[config.mk]
export PLATFORM = sky130hd
export DESIGN_NAME = wdpu_top
export DESIGN_NICKNAME = d
export VERILOG_FILES = /design/src/hdl/wdpu_osc_div.v /design/src/hdl/wdpu_top.v
export VERILOG_INCLUDE_DIRS = /design/src /design/src/hdl
export SDC_FILE = /design/constraint.sdc
export NUM_CORES = 1
export LEC_CHECK = 0
export BUFFER_PORTS_ARGS = -buffer_cell sky130_fd_sc_hd__clkbuf_2
export CAP_MARGIN = 20
export CELL_PAD_IN_SITES_DETAIL_PLACEMENT = 2
export CELL_PAD_IN_SITES_GLOBAL_PLACEMENT = 2
export CORE_AREA = 2 2 216 112
export CTS_CLUSTER_SIZE = 25
export DETAILED_ROUTE_END_ITERATION = 8
export DIE_AREA = 0 0 218 114
export PLACE_DENSITY_LB_ADDON = 0.2
export SLEW_MARGIN = 10
export SYNTH_ARGS = -nofsm -noshare
export SYNTH_HDL_FRONTEND = slang
export SYNTH_SLANG_ARGS = --single-unit
[constraint.sdc]
create_clock -name core_clk_in -period 7.9 [get_ports core_clk_in]
set_clock_uncertainty 0.2 [all_clocks]
set_input_delay 1.185 -clock core_clk_in [delete_from_list [all_inputs] [get_ports core_clk_in]]
set_output_delay 1.185 -clock core_clk_in [all_outputs]
set_load 0.005 [all_outputs]
[src/hdl/wdpu_consts.vh]
`ifndef WDPU_CONSTS_VH
`define WDPU_CONSTS_VH
// Register offsets (byte addresses, one aligned word each)
`define WDPU_CTRL_OFS       8'h00
`define WDPU_IRQ_STAT_OFS   8'h04
`define WDPU_IRQ_CLR_OFS    8'h08
`define WDPU_IRQ_EN_OFS     8'h0c
// Control register fields
`define WDPU_ON_BIT         15
`define WDPU_PS_HI          6
`define WDPU_PS_LO          2
`define WDPU_WIN_BIT        1
`define WDPU_CLR_BIT        0
// Interrupt status fields
`define WDPU_EV_TIMEOUT     0
`define WDPU_EV_WAKE        1
`define WDPU_EV_EARLY       2
`define WDPU_EV_W           3
// Reset values
`define WDPU_CTRL_RST       1'b0
`define WDPU_IRQ_EN_RST     3'h0
// Timing
`define WDPU_CLK_MHZ        100
`define WDPU_OSC_DIV        32'd3125
`define WDPU_TPU_US         32'd10
`define WDPU_TPU_CYC        (`WDPU_TPU_US * `WDPU_CLK_MHZ)
`define WDPU_CNT_W          32
`endif

[src/hdl/wdpu_osc_div.v]
`timescale 1ns/1ps
// ****************************************
// Low-power oscillator tick divider
// ****************************************
module wdpu_osc_div #(
  parameter [31:0] DIV = 32'd3125
) (
  input  wire core_clk_in,
  input  wire rst_n_in,
  input  wire run_in,
  output reg  tick_out
);
  reg [31:0] cnt_reg;
  always @(posedge core_clk_in or negedge rst_n_in) begin
    if (!rst_n_in) begin
      cnt_reg  <= 32'h0;
      tick_out <= 1'b0;
    end else if (!run_in) begin
      cnt_reg  <= 32'h0;
      tick_out <= 1'b0;
    end else if (cnt_reg >= DIV - 32'd1) begin
      cnt_reg  <= 32'h0;
      tick_out <= 1'b1;
    end else begin
      cnt_reg  <= cnt_reg + 32'd1;
      tick_out <= 1'b0;
    end
  end
endmodule // wdpu_osc_div

[src/hdl/wdpu_top.v]
`timescale 1ns/1ps
`include "wdpu_consts.vh"
// Notes on behaviour
// - When running, the timer counts low-power oscillator ticks and resets the device at timeout.
// - A timeout while asleep or idle wakes the device instead of resetting it.
// - Setting the enable bit 15 starts a timer not enabled by configuration; clearing it stops a software start.
// - The enable bit reads one whenever the timer runs, from configuration or software.
// - Bits 6 to 2 are read-only and reload from the configured postscaler on every reset; they set the timeout.
// - Bit 1 selects windowed operation when one and ordinary operation when zero.
// - Writing one to bit 0 restarts the count; writing zero does nothing.
// - Bits 31 to 16 and 14 to 7 read as zero and ignore writes.
// - After each power-down exit, code execution is held off for a fixed power-up delay; leaving sleep or idle does not hold it.
module wdpu_top #(
  parameter [31:0] OSC_DIV = `WDPU_OSC_DIV,
  parameter [31:0] TPU_CYC = `WDPU_TPU_CYC
) (
  input  wire        core_clk_in,
  input  wire        rst_n_in,
  input  wire        cfg_enable_in,
  input  wire [4:0]  configured_postscaler_in,
  input  wire        sleep_in,
  input  wire        idle_in,
  input  wire        powerdown_exit_in,
  input  wire [7:0]  addr_in,
  input  wire [31:0] wdata_in,
  input  wire        wr_in,
  input  wire        rd_in,
  output reg  [31:0] rdata_out,
  output reg         device_reset_out,
  output reg         wake_out,
  output reg         exec_hold_out,
  output reg         irq_out
);
  // ****************************************
  // Registers
  // ****************************************
  reg                   sw_on_reg;
  reg                   win_reg;
  reg  [4:0]            postscaler_shadow_reg;
  reg                   ps_loaded_reg;
  reg  [`WDPU_CNT_W-1:0] count_reg;
  reg  [`WDPU_CNT_W-1:0] count_next;
  reg  [2:0]            irq_stat_reg;
  reg  [2:0]            irq_en_reg;
  reg  [31:0]           tpu_cnt_reg;
  reg  [31:0]           rdata_next;

  wire running = cfg_enable_in | sw_on_reg;
  wire osc_tick;

  function sel;
    input [7:0] a;
    input [7:0] ofs;
    begin
      sel = (a == ofs);
    end
  endfunction

  wire wr_ctrl = wr_in & sel(addr_in, `WDPU_CTRL_OFS);
  wire wr_clr  = wr_in & sel(addr_in, `WDPU_IRQ_CLR_OFS);
  wire wr_en   = wr_in & sel(addr_in, `WDPU_IRQ_EN_OFS);
  wire sw_clear = wr_ctrl & wdata_in[`WDPU_CLR_BIT];

  // Timeout is 2^ps ticks; window opens in the final quarter
  wire [`WDPU_CNT_W-1:0] limit  = {{(`WDPU_CNT_W-1){1'b0}}, 1'b1} << postscaler_shadow_reg;
  wire [`WDPU_CNT_W-1:0] win_lo = limit - (limit >> 2);
  wire timeout  = running & osc_tick & (count_reg >= limit - {{(`WDPU_CNT_W-1){1'b0}}, 1'b1});
  wire early    = running & sw_clear & win_reg & (count_reg < win_lo);
  wire asleep   = sleep_in | idle_in;

  // ****************************************
  // Oscillator tick
  // ****************************************
  wdpu_osc_div #(
    .DIV(OSC_DIV)
  ) u_osc (
    .core_clk_in(core_clk_in),
    .rst_n_in   (rst_n_in),
    .run_in     (running),
    .tick_out   (osc_tick)
  );

  // ****************************************
  // Control register
  // ****************************************
  always @(posedge core_clk_in or negedge rst_n_in) begin
    if (!rst_n_in) begin
      sw_on_reg             <= `WDPU_CTRL_RST;
      win_reg               <= `WDPU_CTRL_RST;
      postscaler_shadow_reg <= 5'h00;
      ps_loaded_reg         <= 1'b0;
    end else begin
      // Strap caught in the first cycle after release
      if (!ps_loaded_reg) begin
        postscaler_shadow_reg <= configured_postscaler_in;
        ps_loaded_reg         <= 1'b1;
      end
      if (wr_ctrl) begin
        sw_on_reg <= wdata_in[`WDPU_ON_BIT];
        win_reg   <= wdata_in[`WDPU_WIN_BIT];
      end
    end
  end

  // ****************************************
  // Counter
  // ****************************************
  always @* begin
    count_next = count_reg;
    if (!running || sw_clear || timeout) begin
      count_next = {`WDPU_CNT_W{1'b0}};
    end else if (osc_tick) begin
      count_next = count_reg + {{(`WDPU_CNT_W-1){1'b0}}, 1'b1};
    end
  end

  always @(posedge core_clk_in or negedge rst_n_in) begin
    if (!rst_n_in) begin
      count_reg        <= {`WDPU_CNT_W{1'b0}};
      device_reset_out <= 1'b0;
      wake_out         <= 1'b0;
    end else begin
      count_reg        <= count_next;
      device_reset_out <= (timeout & ~asleep) | early;
      wake_out         <= timeout & asleep;
    end
  end

  // ****************************************
  // Power-up delay
  // ****************************************
  // Held from reset release and after each power-down exit
  always @(posedge core_clk_in or negedge rst_n_in) begin
    if (!rst_n_in) begin
      tpu_cnt_reg   <= 32'h0;
      exec_hold_out <= 1'b1;
    end else if (powerdown_exit_in) begin
      tpu_cnt_reg   <= 32'h0;
      exec_hold_out <= 1'b1;
    end else if (exec_hold_out) begin
      if (tpu_cnt_reg >= TPU_CYC - 32'd1) begin
        exec_hold_out <= 1'b0;
      end else begin
        tpu_cnt_reg <= tpu_cnt_reg + 32'd1;
      end
    end
  end

  // ****************************************
  // Interrupts
  // ****************************************
  wire [2:0] ev;
  assign ev[`WDPU_EV_TIMEOUT] = timeout;
  assign ev[`WDPU_EV_WAKE]    = timeout & asleep;
  assign ev[`WDPU_EV_EARLY]   = early;

  genvar i;
  generate
    for (i = 0; i < `WDPU_EV_W; i = i + 1) begin : g_stat
      // Set wins over a clear in the same cycle
      always @(posedge core_clk_in or negedge rst_n_in) begin
        if (!rst_n_in) begin
          irq_stat_reg[i] <= 1'b0;
        end else if (ev[i]) begin
          irq_stat_reg[i] <= 1'b1;
        end else if (wr_clr && wdata_in[i]) begin
          irq_stat_reg[i] <= 1'b0;
        end
      end
    end
  endgenerate

  always @(posedge core_clk_in or negedge rst_n_in) begin
    if (!rst_n_in) begin
      irq_en_reg <= `WDPU_IRQ_EN_RST;
      irq_out    <= 1'b0;
    end else begin
      if (wr_en) begin
        irq_en_reg <= wdata_in[2:0];
      end
      irq_out <= |(irq_stat_reg & irq_en_reg);
    end
  end

  // ****************************************
  // Read port
  // ****************************************
  // The clear bit reads zero; unused bits are never stored
  always @* begin
    rdata_next = 32'h0;
    case (addr_in)
      `WDPU_CTRL_OFS: begin
        rdata_next[`WDPU_ON_BIT] = running;
        rdata_next[`WDPU_PS_HI:`WDPU_PS_LO] = postscaler_shadow_reg;
        rdata_next[`WDPU_WIN_BIT] = win_reg;
      end
      `WDPU_IRQ_STAT_OFS: begin
        rdata_next[2:0] = irq_stat_reg;
      end
      `WDPU_IRQ_EN_OFS: begin
        rdata_next[2:0] = irq_en_reg;
      end
      default: begin
        rdata_next = 32'h0;
      end
    endcase
  end

  // A read right after disabling returns the new state; no stall needed
  always @(posedge core_clk_in or negedge rst_n_in) begin
    if (!rst_n_in) begin
      rdata_out <= 32'h0;
    end else if (rd_in) begin
      rdata_out <= rdata_next;
    end else begin
      rdata_out <= 32'h0;
    end
  end
endmodule // wdpu_top
==> impl_metrics.prom <==
# TYPE chip_impl_metric gauge
chip_impl_info{name="status",value="completed"} 1
chip_impl_metric{name="detailed_place_hpwl",unit="mm"} 22.9
chip_impl_metric{name="preCtsSetupSlack",unit="ns"} 1.67
chip_impl_info{name="synth-main-ff-cell",value="sky130_fd_sc_hd__dfrtp_1"} 1
chip_impl_metric{name="postSynthCellCount",unit=""} 1048
chip_impl_metric{name="swShare",unit="%"} 33.2
chip_impl_metric{name="post_cts_resized",unit=""} 0
chip_impl_metric{name="grt_overflow",unit=""} 0
chip_impl_metric{name="critical-path-max-stage-delay",unit="ns"} 0.60
chip_impl_info{name="start_kind",value="register"} 1
chip_impl_info{name="worst_path_max_delay_cell",value="sky130_fd_sc_hd__nor3_1"} 1
chip_impl_info{name="setup_repair_after_global_routing_missed_its_margin",value="false"} 1
chip_impl_metric{name="number_of_clock_sinks_seen_by_cts",unit=""} 123
chip_impl_metric{name="fin_hold_ws",unit="ns"} 0.304
chip_impl_metric{name="die_span_x",unit="um"} 218
chip_impl_info{name="worst_setup_path_end_kind",value="register"} 1
chip_impl_metric{name="initial_core_util",unit="%"} 38.9
chip_impl_metric{name="ys.warnings.count",unit=""} 0
chip_impl_metric{name="io_buffers",unit=""} 36
chip_impl_info{name="clock_tree.root_cell",value="sky130_fd_sc_hd__clkbuf_16"} 1
chip_impl_metric{name="maximum_achievable_frequency",unit="MHz"} 156
chip_impl_metric{name="drt-pass1-iter-count",unit=""} 5
chip_impl_metric{name="antenna_left",unit=""} 0
chip_impl_metric{name="synth.distinct_cells",unit=""} 75
chip_impl_metric{name="tns",unit="ns"} 0
chip_impl_metric{name="clock_tree.buffer_depth",unit=""} 2
chip_impl_metric{name="cts-htree-levels",unit=""} 4
chip_impl_metric{name="power_density_over_the_cells",unit="mW/mm^2"} 201
chip_impl_metric{name="synth_enable_flop_cells",unit=""} 0
chip_impl_metric{name="vias_per_cell",unit=""} 5.59
chip_impl_info{name="most_common_cell_after_layout_fill_and_taps_aside",value="sky130_fd_sc_hd__nor2_1"} 1
chip_impl_metric{name="share_comb_of_total_power",unit="%"} 25.5
chip_impl_metric{name="max_fanout_on_critical_path",unit=""} 13
chip_impl_metric{name="power.clock.fraction",unit="%"} 42.1
chip_impl_metric{name="timing.critical_path.arrival",unit="ns"} 6.56
chip_impl_metric{name="worst_ir_drop_vdd",unit="V"} 0.000135
chip_impl_metric{name="groute.usage.overall",unit="%"} 26.6
chip_impl_metric{name="place.gp.congestion",unit=""} 0.808
chip_impl_metric{name="synth.yosys.seq_area_share",unit="%"} 34.1
chip_impl_info{name="min_path_type",value="register to register"} 1
chip_impl_metric{name="layout.nets",unit=""} 1252
chip_impl_metric{name="synthesis.area",unit="mm^2"} 0.00903
chip_impl_metric{name="routed-via-count",unit=""} 7988
chip_impl_metric{name="share_of_the_clock_period_used_by_the_worst_path_after_layout",unit="%"} 81.2
chip_impl_metric{name="largest_net_degree_at_the_start_of_global_routing",unit=""} 76
chip_impl_metric{name="cp_data_required_time",unit="ns"} 8.04
chip_impl_metric{name="synthesis.area_per_instance",unit="um^2"} 8.62
chip_impl_metric{name="max_slew_margin",unit="%"} 30.6
chip_impl_info{name="timing_worst_setup_path_type",value="register to register"} 1
chip_impl_metric{name="grt_first_pass_wirelength",unit="mm"} 50.6
chip_impl_metric{name="final-instance-count-excl-fill",unit=""} 1429
chip_impl_metric{name="first_global_vias",unit=""} 8637
chip_impl_metric{name="synth-async-reset-ratio",unit="%"} 100
chip_impl_metric{name="p_int",unit="mW"} 1.36
chip_impl_metric{name="timing.final.crit_period",unit="ns"} 6.42
chip_impl_metric{name="seq_power_share",unit="%"} 32.4
chip_impl_metric{name="grt_antenna_before_repair",unit=""} 2
chip_impl_metric{name="postCtsSetupRepairBufs",unit=""} 0
chip_impl_metric{name="worst_skew_pair.late_latency",unit="ns"} 0.44
chip_impl_metric{name="setup_ws",unit="ns"} 1.48
chip_impl_metric{name="setup_viol",unit=""} 0
chip_impl_info{name="cts_tree",value="yes"} 1
chip_impl_metric{name="std_cell_rows",unit=""} 40
chip_impl_metric{name="synthToLayoutAreaGrowth",unit="%"} 12.3
chip_impl_metric{name="cts_hold_buf",unit=""} 0
chip_impl_metric{name="number_of_top_level_design_ports",unit=""} 89
chip_impl_metric{name="cap_violations",unit=""} 0
chip_impl_metric{name="floorplan.die.height",unit="um"} 114
chip_impl_metric{name="placeableCoreArea",unit="mm^2"} 0.0232
chip_impl_metric{name="placed_cells_incl_taps",unit=""} 1396
chip_impl_metric{name="total_length_of_routed_wires",unit="mm"} 31.2
chip_impl_metric{name="die_area",unit="mm^2"} 0.0249
chip_impl_metric{name="drt_drc_violations_left",unit=""} 0
chip_impl_metric{name="power.leakage",unit="nW"} 5.24
chip_impl_metric{name="numCtsBuffers",unit=""} 17
chip_impl_metric{name="worst_slew_pin_slew",unit="ns"} 1.03
chip_impl_metric{name="layout-drive-gt1-share",unit="%"} 8.98
chip_impl_metric{name="finalHoldViolations",unit=""} 0
chip_impl_metric{name="fin_util",unit="%"} 43.7
chip_impl_info{name="final_cell_mix",value="135 x sky130_fd_sc_hd__nor2_1, 122 x sky130_fd_sc_hd__dfrtp_1, 98 x sky130_fd_sc_hd__ha_1"} 1
chip_impl_metric{name="cts.reportedPaths.clkPinSlew",unit="ns"} 0.06
chip_impl_metric{name="register_bit_total_from_synthesis",unit=""} 123
chip_impl_metric{name="switchingPower",unit="uW"} 676
chip_impl_metric{name="route.detailed.wl_per_inst",unit="um"} 21.9
chip_impl_metric{name="drt_iter0_markers",unit=""} 502
chip_impl_metric{name="finalMaxSlewViolations",unit=""} 0
chip_impl_info{name="path_cells",value="inv_1 -> nand2_1 -> nor3_1 -> ha_1 -> inv_1 -> fa_1 -> a211oi_2 -> o21ai_0 -> a21oi_2 -> a211oi_1 -> nor4_1 -> nor3_1 -> a221oi_1 -> xor2_1 -> ha_1 -> a21o_1 -> a21o_1 -> a21oi_1 -> nor4bb_1 -> o21ai_0 -> o31ai_1"} 1
==> Yosys cell counts (5+ instances only) <==
cell type | instances | area [um^2]
sky130_fd_sc_hd__nand2_1 | 85 | 319
sky130_fd_sc_hd__mux2i_1 | 6 | 60.1
sky130_fd_sc_hd__a21o_1 | 35 | 263
sky130_fd_sc_hd__nor2_1 | 135 | 507
sky130_fd_sc_hd__o21a_1 | 7 | 52.6
sky130_fd_sc_hd__buf_4 | 24 | 180
sky130_fd_sc_hd__o21bai_1 | 6 | 45.0
sky130_fd_sc_hd__clkbuf_1 | 23 | 86.3
sky130_fd_sc_hd__and3_1 | 24 | 150
sky130_fd_sc_hd__xor2_1 | 45 | 394
sky130_fd_sc_hd__dfrtp_1 | 122 | 3050
sky130_fd_sc_hd__a21oi_1 | 61 | 305
sky130_fd_sc_hd__or2_2 | 5 | 31.3
sky130_fd_sc_hd__a31oi_1 | 10 | 62.6
sky130_fd_sc_hd__nor4_1 | 18 | 113
sky130_fd_sc_hd__inv_1 | 53 | 199
sky130_fd_sc_hd__nor2b_1 | 15 | 93.8
sky130_fd_sc_hd__ha_1 | 98 | 1230
sky130_fd_sc_hd__nand2b_1 | 17 | 106
sky130_fd_sc_hd__nand4_1 | 26 | 163
sky130_fd_sc_hd__mux2_2 | 9 | 101
sky130_fd_sc_hd__and2_1 | 5 | 31.3
sky130_fd_sc_hd__nor3_1 | 20 | 100
sky130_fd_sc_hd__xnor2_1 | 22 | 193
sky130_fd_sc_hd__o21ai_0 | 43 | 215
sky130_fd_sc_hd__nand3_1 | 48 | 240
==> cell families after synthesis <==
| kind of cell | synth area share [%] |
|---|---|
| AND/OR/NAND/NOR | 22.3 |
| AO/OA/AOI/OAI | 15.7 |
| flip-flops | 34.1 |
| buffers and inverters | 5.76 |
| adder cells (fa/ha/maj) | 13.8 |
| XOR/XNOR | 6.50 |
| multiplexers | 1.79 |
| other | 0.0831 |
==> critical path, delay by kind of cell (launching register included) <==
kind | cells | cell delay [ns]
adder cells (fa/ha/maj) | 3 | 0.94
AND/OR/NAND/NOR | 5 | 1.89
buffers and inverters | 2 | 0.40
XOR/XNOR | 1 | 0.16
AO/OA/AOI/OAI | 10 | 2.32
flip-flops | 1 | 0.38
==> through the flow <==
step	total power [mW]	instance area, um^2
3_5_place_dp	1.18	9520
3_3_place_gp	1.16	9520
6_report	2.04	10100
2_1_floorplan	1.02	9200
5_1_grt	2.14	10100
4_1_cts	2.05	10100
==> power groups by stage <==
| stage | clock network, mW | registers [mW] | logic, mW |
|---|---|---|---|
| floorplan | 0 | 0.660 | 0.363 |
| global placement | 0 | 0.671 | 0.490 |
| detailed placement | 0 | 0.672 | 0.507 |
| CTS | 0.867 | 0.661 | 0.517 |
| global route | 0.892 | 0.663 | 0.584 |
| finish | 0.857 | 0.661 | 0.520 |
==> area by class of cell <==
cell class | count | area (um^2)
flip-flops and latches | 123 | 3080
diodes | 1 | 2.50
clock inverters | 15 | 196
repair buffers | 44 | 243
fillers | 2586 | 13100
inverters | 55 | 206
multi-input cells | 859 | 5600
well taps | 315 | 394
clock buffers | 17 | 425
==> metal layers <==
| metal | share of wire (%) | wire length, um | global-route usage, % |
|---|---|---|---|
| met5 | 0.029 | 9 | 0 |
| met4 | 1.0 | 316 | 5.85 |
| met3 | 4.0 | 1260 | 5.25 |
| met2 | 41 | 12900 | 38.5 |
| met1 | 54 | 16800 | 40.6 |
==> path summary, 6_finish.rpt <==
check	start	endpoint	slack, ns	depth (start not counted)
min reg2reg	u_osc.cnt_reg[0]$_DFF_PN0_	u_osc.cnt_reg[0]$_DFF_PN0_	0.30	1
min	u_osc.cnt_reg[0]$_DFF_PN0_	u_osc.cnt_reg[0]$_DFF_PN0_	0.30	1
max in group asynchronous	rst_n_in	count_reg[24]$_DFFE_PN0P_	5.49	2
max reg2reg	postscaler_shadow_reg[3]$_DFFE_PN0N_	device_reset_out$_DFF_PN0_	1.48	21
max	postscaler_shadow_reg[3]$_DFFE_PN0N_	device_reset_out$_DFF_PN0_	1.48	21
min in group asynchronous	rst_n_in	u_osc.cnt_reg[7]$_DFF_PN0_	0.58	1
Power figures use the tool's default switching activity.
